## config.mk

```make
export PLATFORM = sky130hd
export DESIGN_NAME = lss_top
export DESIGN_NICKNAME = d
export VERILOG_FILES = /design/src/lss_pkg.sv /design/src/lss_top.sv /design/src/lss_sync.sv /design/src/lss_fifo.sv
export VERILOG_INCLUDE_DIRS = /design/src
export SDC_FILE = /design/constraint.sdc
export NUM_CORES = 1
export LEC_CHECK = 0
export BUFFER_PORTS_ARGS = -buffer_cell sky130_fd_sc_hd__buf_2
export CORE_UTILIZATION = 35
export DETAILED_ROUTE_END_ITERATION = 16
export GPL_TIMING_DRIVEN = 0
export HOLD_SLACK_MARGIN = 0.1
export PLACE_DENSITY = 0.55
export REMOVE_ABC_BUFFERS = 1
export SETUP_SLACK_MARGIN = 0.05
export SYNTH_ARGS = -nofsm -noshare
export SYNTH_HDL_FRONTEND = slang
export SYNTH_HIERARCHICAL = 1
export SYNTH_SLANG_ARGS = --single-unit
```

## constraint.sdc

```tcl
create_clock -name clk_sys -period 2.9 [get_ports clk_sys]
set_input_delay 0.145 -clock clk_sys [delete_from_list [all_inputs] [get_ports clk_sys]]
set_output_delay 0.145 -clock clk_sys [all_outputs]
set_load 0.1 [all_outputs]
```

## src/lss_consts.svh

```systemverilog
// Constants for the latched serial-to-parallel shifter
`ifndef LSS_CONSTS_SVH
`define LSS_CONSTS_SVH

`define LSS_WIDTH       8
`define LSS_FIFO_DEPTH  16
`define LSS_FIFO_AW     4
`define LSS_SYNC_STAGES 2
`define LSS_ZERO        8'h00
`define LSS_CLK_RST_VAL 1'h1
`define LSS_CLR_RST_VAL 1'h0
`define LSS_SER_RST_VAL 1'h0

`endif

```

## src/lss_pkg.sv

```systemverilog
// Types shared by the latched serial-to-parallel shifter
`include "lss_consts.svh"

package lss_pkg;
   typedef logic [`LSS_WIDTH-1:0] lss_byte_t;
   typedef logic [`LSS_FIFO_AW-1:0] lss_ptr_t;
   typedef logic [`LSS_FIFO_AW:0] lss_level_t;
endpackage

```

## src/lss_top.sv

```systemverilog
// Eight-stage serial-in shifter with storage register and snapshot FIFO
// Behaviour
// - Eight shift stages take one serial bit per shift and show all stages in parallel to the storage stage.
// - An eight-bit edge-triggered storage register drives the eight parallel outputs.
// - Shift and storage registers each have their own clear that overrides the clock, independent of the other.
// - Shift and storage registers have separate clocks so shifting and output update are independent.
// - The last shift stage is driven on a dedicated cascade output for chaining.
// - Both clocks act only on their rising transitions.
// - With both clocks tied, storage captures the stages from before the shared edge, lagging by one clock.
// - Each clear is active low and holds its register at all zeros.
// - A rising storage clock loads all eight shift stages into the storage register.
`include "lss_consts.svh"

module lss_top (
   input  wire logic        clk_sys,
   input  wire logic        rst_n,
   input  wire logic        serial_in,
   input  wire logic        shift_clk,
   input  wire logic        store_clk,
   input  wire logic        shift_clear_n,
   input  wire logic        store_clear_n,
   output logic             par_out_first,
   output logic [5:0]       par_out_mid,
   output logic             par_out_last,
   output logic             cascade_out,
   output logic             snap_room,
   output logic             snap_valid,
   input  wire logic        snap_ready,
   output lss_pkg::lss_byte_t snap_data
);
   ////////////////////////////////////////////////////////////////////////////
   // Pin synchronisers
   logic ser_s;
   logic shift_clk_s;
   logic store_clk_s;
   logic shift_clr_n_s;
   logic store_clr_n_s;

   lss_sync #(.RST_VAL(`LSS_SER_RST_VAL)) u_sync_ser (
      .clk_sys  (clk_sys),
      .rst_n    (rst_n),
      .pin      (serial_in),
      .pin_sync (ser_s)
   );

   // Clock pins reset high so a pin already high at release is no edge
   lss_sync #(.RST_VAL(`LSS_CLK_RST_VAL)) u_sync_shift_clk (
      .clk_sys  (clk_sys),
      .rst_n    (rst_n),
      .pin      (shift_clk),
      .pin_sync (shift_clk_s)
   );

   lss_sync #(.RST_VAL(`LSS_CLK_RST_VAL)) u_sync_store_clk (
      .clk_sys  (clk_sys),
      .rst_n    (rst_n),
      .pin      (store_clk),
      .pin_sync (store_clk_s)
   );

   lss_sync #(.RST_VAL(`LSS_CLR_RST_VAL)) u_sync_shift_clr (
      .clk_sys  (clk_sys),
      .rst_n    (rst_n),
      .pin      (shift_clear_n),
      .pin_sync (shift_clr_n_s)
   );

   lss_sync #(.RST_VAL(`LSS_CLR_RST_VAL)) u_sync_store_clr (
      .clk_sys  (clk_sys),
      .rst_n    (rst_n),
      .pin      (store_clear_n),
      .pin_sync (store_clr_n_s)
   );

   ////////////////////////////////////////////////////////////////////////////
   // Edge detection
   logic shift_clk_d;
   logic store_clk_d;
   logic next_shift_clk_d;
   logic next_store_clk_d;
   logic shift_rise;
   logic store_rise;

   // Falling edges are ignored entirely
   assign shift_rise = shift_clk_s && !shift_clk_d;
   assign store_rise = store_clk_s && !store_clk_d;

   always_comb begin
      next_shift_clk_d = rst_n ? shift_clk_s : `LSS_CLK_RST_VAL;
      next_store_clk_d = rst_n ? store_clk_s : `LSS_CLK_RST_VAL;
   end

   always_ff @(posedge clk_sys) begin
      shift_clk_d <= next_shift_clk_d;
      store_clk_d <= next_store_clk_d;
   end

   ////////////////////////////////////////////////////////////////////////////
   // Shift register
   lss_pkg::lss_byte_t shift_reg;
   lss_pkg::lss_byte_t next_shift_reg;

   always_comb begin
      next_shift_reg = shift_reg;
      if (!rst_n || !shift_clr_n_s) begin
         next_shift_reg = `LSS_ZERO;
      end else if (shift_rise) begin
         next_shift_reg = {shift_reg[`LSS_WIDTH-2:0], ser_s};
      end
   end

   always_ff @(posedge clk_sys) begin
      shift_reg <= next_shift_reg;
   end

   assign cascade_out = shift_reg[`LSS_WIDTH-1];

   ////////////////////////////////////////////////////////////////////////////
   // Storage register
   lss_pkg::lss_byte_t store_reg;
   lss_pkg::lss_byte_t next_store_reg;

   // Old shift value is read here, so tied clocks give a one-edge lag
   always_comb begin
      next_store_reg = store_reg;
      if (!rst_n || !store_clr_n_s) begin
         next_store_reg = `LSS_ZERO;
      end else if (store_rise) begin
         next_store_reg = shift_reg;
      end
   end

   always_ff @(posedge clk_sys) begin
      store_reg <= next_store_reg;
   end

   assign par_out_first = store_reg[0];
   assign par_out_mid   = store_reg[`LSS_WIDTH-2:1];
   assign par_out_last  = store_reg[`LSS_WIDTH-1];

   ////////////////////////////////////////////////////////////////////////////
   // Snapshot FIFO
   // A store edge while the FIFO is full still updates the outputs;
   // only the snapshot copy is lost, and snap_room warns of it
   logic snap_push;

   assign snap_push = store_rise && store_clr_n_s;

   lss_fifo #(
      .WIDTH (`LSS_WIDTH),
      .DEPTH (`LSS_FIFO_DEPTH),
      .AW    (`LSS_FIFO_AW)
   ) u_fifo (
      .clk_sys   (clk_sys),
      .rst_n     (rst_n),
      .in_valid  (snap_push),
      .in_ready  (snap_room),
      .in_data   (shift_reg),
      .out_valid (snap_valid),
      .out_ready (snap_ready),
      .out_data  (snap_data)
   );

   ////////////////////////////////////////////////////////////////////////////
   // Assertions
   AST_SHIFT_MOVE: assert property (@(posedge clk_sys) disable iff (!rst_n)
      shift_rise && shift_clr_n_s |=> shift_reg == {$past(shift_reg[6:0]), $past(ser_s)})
      else $error("Shift stages did not advance on shift edge");

   AST_STORE_LOAD: assert property (@(posedge clk_sys) disable iff (!rst_n)
      store_rise && store_clr_n_s |=> store_reg == $past(shift_reg))
      else $error("Storage did not load the shift stages");

   AST_TIED_LAG: assert property (@(posedge clk_sys) disable iff (!rst_n)
      shift_rise && store_rise && shift_clr_n_s && store_clr_n_s
      |=> store_reg[6:0] == shift_reg[7:1])
      else $error("Tied clocks did not give a one-stage lag");

   AST_SHIFT_CLEAR: assert property (@(posedge clk_sys) disable iff (!rst_n)
      !shift_clr_n_s |=> shift_reg == `LSS_ZERO)
      else $error("Shift clear did not zero the stages");

   AST_STORE_CLEAR: assert property (@(posedge clk_sys) disable iff (!rst_n)
      !store_clr_n_s && store_rise |=> par_out_first == 1'h0 && par_out_mid == 6'h00 && par_out_last == 1'h0)
      else $error("Storage clear lost to the clock");

   AST_SHIFT_CLR_KEEPS_STORE: assert property (@(posedge clk_sys) disable iff (!rst_n)
      !shift_clr_n_s && store_clr_n_s && !store_rise |=> $stable(store_reg))
      else $error("Shift clear disturbed the storage register");

   AST_STORE_CLR_KEEPS_SHIFT: assert property (@(posedge clk_sys) disable iff (!rst_n)
      !store_clr_n_s && shift_clr_n_s && !shift_rise |=> $stable(shift_reg))
      else $error("Storage clear disturbed the shift stages");

   AST_NO_EDGE_HOLD: assert property (@(posedge clk_sys) disable iff (!rst_n)
      !shift_rise && shift_clr_n_s |=> $stable(shift_reg))
      else $error("Shift stages moved without a shift edge");

   AST_CASCADE: assert property (@(posedge clk_sys) disable iff (!rst_n)
      shift_rise && shift_clr_n_s |=> cascade_out == $past(shift_reg[6]))
      else $error("Cascade output did not follow the seventh stage");

   AST_PIN_RISE: assert property (@(posedge clk_sys) disable iff (!rst_n)
      $rose(shift_clk) ##1 shift_clk |-> ##1 shift_rise)
      else $error("Rising shift clock pin was not seen two cycles later");

   AST_FALL_IGNORED: assert property (@(posedge clk_sys) disable iff (!rst_n)
      $fell(store_clk) |-> ##2 !store_rise)
      else $error("Falling storage clock acted as an edge");

   ////////////////////////////////////////////////////////////////////////////
   // Checking helpers
   // Shifts since the last clear, saturating once every stage holds data
   logic [3:0] shift_cnt;
   logic [3:0] next_shift_cnt;

   always_comb begin
      next_shift_cnt = shift_cnt;
      if (!rst_n || !shift_clr_n_s) begin
         next_shift_cnt = 4'h0;
      end else if (shift_rise && shift_cnt != 4'h8) begin
         next_shift_cnt = shift_cnt + 4'h1;
      end
   end

   always_ff @(posedge clk_sys) begin
      shift_cnt <= next_shift_cnt;
   end

   // Words held in the snapshot path, counted from its handshakes alone
   logic [4:0] snap_level;
   logic [4:0] next_snap_level;
   logic       snap_take;

   assign snap_take = snap_valid && snap_ready;

   always_comb begin
      next_snap_level = snap_level + 5'(snap_push && snap_room) - 5'(snap_take);
      if (!rst_n) begin
         next_snap_level = 5'h00;
      end
   end

   always_ff @(posedge clk_sys) begin
      snap_level <= next_snap_level;
   end

   ////////////////////////////////////////////////////////////////////////////
   // Further assertions
   AST_RESET_CLEARS: assert property (@(posedge clk_sys)
      !rst_n |=> shift_reg == `LSS_ZERO && store_reg == `LSS_ZERO && !snap_valid && snap_room)
      else $error("Reset left a register or the snapshot path filled");

   AST_SHIFT_CLR_PIN: assert property (@(posedge clk_sys) disable iff (!rst_n)
      !shift_clear_n ##1 !shift_clear_n |-> ##2 shift_reg == `LSS_ZERO)
      else $error("Shift clear pin did not zero the stages in time");

   AST_STORE_CLR_PIN: assert property (@(posedge clk_sys) disable iff (!rst_n)
      !store_clear_n ##1 !store_clear_n |-> ##2 store_reg == `LSS_ZERO)
      else $error("Storage clear pin did not zero the outputs in time");

   AST_STORE_CLR_HOLD: assert property (@(posedge clk_sys) disable iff (!rst_n)
      !store_clr_n_s |=> store_reg == `LSS_ZERO)
      else $error("Storage clear did not hold the outputs at zero");

   AST_STORE_PIN_RISE: assert property (@(posedge clk_sys) disable iff (!rst_n)
      $rose(store_clk) ##1 store_clk |-> ##1 store_rise)
      else $error("Rising storage clock pin was not seen two cycles later");

   AST_SHIFT_FALL_IGNORED: assert property (@(posedge clk_sys) disable iff (!rst_n)
      $fell(shift_clk) |-> ##2 !shift_rise)
      else $error("Falling shift clock acted as an edge");

   AST_STORE_HOLD: assert property (@(posedge clk_sys) disable iff (!rst_n)
      !store_rise && store_clr_n_s |=> $stable(store_reg))
      else $error("Outputs moved without a storage edge");

   AST_CASCADE_HOLD: assert property (@(posedge clk_sys) disable iff (!rst_n)
      !shift_rise && shift_clr_n_s |=> $stable(cascade_out))
      else $error("Cascade output moved without a shift edge");

   AST_SERIAL_LATENCY: assert property (@(posedge clk_sys) disable iff (!rst_n)
      shift_rise && shift_clr_n_s |=> shift_reg[0] == $past(serial_in, 3))
      else $error("First stage did not take the serial pin level");

   AST_FILL_ZEROS: assert property (@(posedge clk_sys) disable iff (!rst_n)
      shift_cnt < 4'h8 |-> (shift_reg >> shift_cnt) == `LSS_ZERO)
      else $error("Stages not yet reached by data since the clear are not zero");

   AST_SNAP_PUSH_SHOWS: assert property (@(posedge clk_sys) disable iff (!rst_n)
      snap_push && snap_room |-> ##2 snap_valid)
      else $error("Accepted snapshot was not offered two cycles later");

   AST_SNAP_STANDS: assert property (@(posedge clk_sys) disable iff (!rst_n)
      snap_valid && !snap_ready |=> snap_valid && $stable(snap_data))
      else $error("Offered snapshot changed before it was taken");

   AST_SNAP_LEVEL: assert property (@(posedge clk_sys) disable iff (!rst_n)
      snap_level <= 5'(`LSS_FIFO_DEPTH + 1))
      else $error("Snapshot path holds more words than it has room for");

   AST_SNAP_ROOM: assert property (@(posedge clk_sys) disable iff (!rst_n)
      snap_room == (snap_level != 5'(`LSS_FIFO_DEPTH + 1)))
      else $error("Snapshot room flag disagrees with the words held");

   AST_SNAP_EMPTY: assert property (@(posedge clk_sys) disable iff (!rst_n)
      snap_level == 5'h00 |-> !snap_valid)
      else $error("Snapshot offered while nothing is held");
endmodule // lss_top

```

## src/lss_sync.sv

```systemverilog
// Two-stage synchroniser for one asynchronous pin
module lss_sync #(
   parameter logic RST_VAL = 1'h0
) (
   input  wire logic clk_sys,
   input  wire logic rst_n,
   input  wire logic pin,
   output logic      pin_sync
);
   logic meta;
   logic next_meta;
   logic next_pin_sync;

   always_comb begin
      next_meta     = rst_n ? pin : RST_VAL;
      next_pin_sync = rst_n ? meta : RST_VAL;
   end

   always_ff @(posedge clk_sys) begin
      meta     <= next_meta;
      pin_sync <= next_pin_sync;
   end
endmodule // lss_sync

```

## src/lss_fifo.sv

```systemverilog
// Snapshot FIFO with its storage array and a registered output stage
module lss_fifo #(
   parameter int WIDTH = 8,
   parameter int DEPTH = 16,
   parameter int AW    = 4
) (
   input  wire logic             clk_sys,
   input  wire logic             rst_n,
   input  wire logic             in_valid,
   output logic                  in_ready,
   input  wire logic [WIDTH-1:0] in_data,
   output logic                  out_valid,
   input  wire logic             out_ready,
   output logic [WIDTH-1:0]      out_data
);
   logic [WIDTH-1:0] mem [DEPTH];
   logic [AW-1:0]    wr_ptr;
   logic [AW-1:0]    rd_ptr;
   logic [AW:0]      count;
   logic [AW-1:0]    next_wr_ptr;
   logic [AW-1:0]    next_rd_ptr;
   logic [AW:0]      next_count;
   logic             next_out_valid;
   logic [WIDTH-1:0] next_out_data;
   logic             push;
   logic             load;

   // Output register counts as one extra slot beyond the array
   assign in_ready = (count != (AW+1)'(DEPTH));
   assign push     = in_valid && in_ready;
   assign load     = (count != '0) && (!out_valid || out_ready);

   always_comb begin
      next_wr_ptr    = push ? wr_ptr + 1'b1 : wr_ptr;
      next_rd_ptr    = load ? rd_ptr + 1'b1 : rd_ptr;
      next_count     = count + (AW+1)'(push) - (AW+1)'(load);
      next_out_valid = load ? 1'b1 : (out_ready ? 1'b0 : out_valid);
      next_out_data  = load ? mem[rd_ptr] : out_data;
      if (!rst_n) begin
         next_wr_ptr    = '0;
         next_rd_ptr    = '0;
         next_count     = '0;
         next_out_valid = 1'b0;
         next_out_data  = '0;
      end
   end

   always_ff @(posedge clk_sys) begin
      wr_ptr    <= next_wr_ptr;
      rd_ptr    <= next_rd_ptr;
      count     <= next_count;
      out_valid <= next_out_valid;
      out_data  <= next_out_data;
      if (push) begin
         mem[wr_ptr] <= in_data;
      end
   end

   AST_FIFO_NO_OVERFILL: assert property (@(posedge clk_sys) disable iff (!rst_n)
      !in_ready && !load |=> !in_ready)
      else $error("FIFO took a word while full");
endmodule // lss_fifo

```

==> run metrics <==
# nets final=~480; Post-Syn Area=a little under 0.007 mm^2; crit path kind=register to register; max incr delay on CP=530 ps; DRC errors left=0; clk root buf=clkbuf_16; DR iter-0 viols=between 150 and 200; Setup TNS=0 ps; Area Overhead vs Synth=15.8%; Mapped Cells=421; I/O pin total=27; Pins Over Slew Limit=0; hold path depth=2; sequential share of power=0.436; max reg flops=around 130; largest net degree at the start of global routing=39; layout cells sized above 1=0.243; post-route insts no fill=around 730; WHS Endpoint=u_sync_store_clk/meta; GRT Util Overall=0.141; IO buf count=26; Starting Density=0.362; Synth Register Bits=roughly 180; syn_area_per_cell=roughly 16 um^2; Reg clk slew, reported paths=about 60 ps; CP top delay family=simple AND/OR/NAND/NOR gates; type of origin of the critical path=register; Worst Path Buf+Inv=4; routed vias=between 3k and 4k; clk_skew=between 8 and 9 ps; Worst-Margin Slew=about 1300 ps; R2R Path Start=u_fifo/count[2]; reg2reg end=u_fifo/count[4]; dpl ws=-227 ps; fmax=approximately 0.37 GHz; Worst Reg-to-Reg Cells=14; Core Rows=50; placed cell count=around 700; maxcap violations=0; Clock Sink Count=roughly 180; final setup vio count=0; Finished Cell Area=0.00798 mm^2; Leak Pwr=2.66 nW; ANT cells=0; Die Y=roughly 140 um; Gate power share=0.250; Max-slew headroom=0.124; first-pass GRT wire length=slightly above 20 mm; FILL cells=1730; vias in the first global route=~3.5k; Worst VDD drop=0.397 mV; library cells used by synthesis=34; reg2reg setup slack=170 ps; commonest non-fill, non-tap cells in the layout=edfxtp_1, dfxtp_1, nand2_1, mux4_2, buf_2; internal power=roughly 0.0048 W; CP cell instances=inv_2 -> ha_4 -> or4b_4 -> nand2_8 -> inv_4 -> ha_1 -> inv_1 -> ha_2 -> inv_1 -> fa_2 -> nand2b_4 -> a21oi_4 -> o21ai_1 -> and3b_1; worst-path fanout max=4; Bufs on Longest Clock Path=2; most frequent cell on the critical path=inv_1; via/cell ratio=4.80; cts bufs inserted=17; Die Span X=between 100 and 150 um; switching pwr=0.00211 W; DRT Wirelength=around 13 mm; switch share=0.307; Ys Warns=6; area of the core=between 0.015 and 0.02 mm^2; WP data arrival=3040 ps; CP Data Required Time=3210 ps; Fin. Hold Viols=0; sequential-to-total area share from yosys stat=0.703; gpl congestion=between 0.6 and 0.7; H-tree depth=4; Crit. End Element=register; DRT Pass-1 Iters=4; gr ovfl total=0; most common cell after layout, fill and taps aside=edfxtp_1; Top reg by flops=u_fifo/mem; dpl cell area=0.00726 mm^2; crit path max-delay cell type=or4b_4; initial antenna violation count=0; RSZ-0062 raised after global routing=no; worst hold path class=input pin to register; CTS tree=yes; detailed placement HPWL=8.34 mm; wire length per cell=between 15 and 20 um; status=complete, no violations; clock share of power=0.314; die area=between 0.02 and 0.025 mm^2; Post-DRT Antenna Nets=0; min cycle time layout=~2700 ps; Final Cycle Share=0.941; Final WS setup=roughly 170 ps; HP Start=rst_n; clk_lat worst skew=approximately 420 ps; PD cells=862 mW/mm^2
## Yosys cell counts
cell type,instances,area (um^2)
nor2_1,12,45.0
a21boi_1,2,15.0
nand4bb_1,1,11.3
nand2_1,42,158
nand3_2,1,10.0
ha_1,11,138
nand2b_1,13,81.3
nor3_1,5,25.0
edfxtp_1,128,3840
xor2_1,1,8.76
nor2b_1,3,18.8
clkbuf_1,6,22.5
and2_1,16,100
inv_1,11,41.3
a21o_1,1,7.51
nand3b_2,1,11.3
fa_1,1,20.0
a21oi_1,18,90.1
a21boi_0,1,7.51
or4b_4,1,13.8
inv_2,1,3.75
and3_1,3,18.8
nand3_1,12,60.1
mux2i_1,16,160
o221ai_1,8,70.1
o21ai_0,1,5.00
buf_2,7,35.0
nand2_2,1,6.26
buf_4,3,22.5
mux4_2,32,721
buf_6,4,45.0
and3b_1,1,8.76
xnor2_1,7,61.3
dfxtp_1,50,1000
## what timing repair did
action / CTS / global route
cloned: 0 / 0
setup buffers: 2 / 1
resized for setup: 9 / 9
endpoints found under the setup margin: 31 / 1
hold buffers: 5 / 0
pin swaps: 1 / 2
endpoints found under the hold margin: 5 / 0
## worst register-to-register path, stage by stage (launching register included)
cell and delay (ps):
dfxtp_2 330, inv_2 80, ha_4 140, or4b_4 530
nand2_8 100, inv_4 60, ha_1 270, inv_1 60
ha_2 170, inv_1 50, fa_2 330, nand2b_4 160
a21oi_4 130, o21ai_1 60, and3b_1 170
## per-layer routing
metal	global-route usage	share of wire	up-vias
met5	0	0	-
met4	0.0407	0.0062	0
met3	0.0380	0.034	10
met2	0.226	0.49	45
met1	0.187	0.47	1798
li1	-	-	1648
## power groups by stage
stage | sequential [W] | combinational (W) | clock, W
after detailed placement | 0.00306 | 0.00158 | 0
after global routing | 0.00303 | 0.00184 | 0.00231
after global placement | 0.00314 | 0.00145 | 0
after CTS | 0.00301 | 0.00167 | 0.00221
final | 0.00300 | 0.00172 | 0.00216
after floorplan | 0.00341 | 0.000809 | 0
## final cells by class
type	instances	area, um^2	area share
Clock buffer	21	494	0.0620
Clock inverter	11	76.3	0.00957
Inverter	12	47.5	0.00596
Multi-Input combinational cell	211	1940	0.243
Sequential cell	178	4850	0.608
Tap cell	260	325	0.0408
Timing Repair Buffer	36	243	0.0304
## logic make-up (layout without fill, tap and decap cells)
group                      Yosys count  in the layout  synth area share
AOI/OAI and AO/OA                   31             31            0.0283
xor gates and xnor gates             8              8            0.0102
adders and majority gates           12             12            0.0229
muxes                               48             48             0.128
DFF                                178            178             0.703
buffers and inverters               32             80            0.0247
and+or+nand+nor                    112            112            0.0825
## how the worst max path moves through the flow
stage | startpoint | end | cells after the start
2_1_floorplan | u_fifo/count[3] | u_fifo/count[4] | 14
3_3_place_gp | u_fifo/rd_ptr[1] | u_fifo/out_data[6] | 3
3_5_place_dp | u_fifo/count[2] | u_fifo/count[4] | 14
4_1_cts | u_fifo/count[3] | u_fifo/count[4] | 14
5_1_grt | u_fifo/count[2] | u_fifo/count[4] | 14
6_report | u_fifo/count[2] | u_fifo/count[4] | 14
## per-stage QoR
stage / utilization / power [W] / hold slack (ps)
global route: 0.419 / 0.00717 / 261
global placement: 0.379 / 0.00459 / 325
detailed placement: 0.382 / 0.00464 / 331
finish: 0.419 / 0.00687 / 238
CTS: 0.417 / 0.00689 / 236
floorplan: - / 0.00422 / 218
No activity file was read; power rests on OpenSTA's default activity.
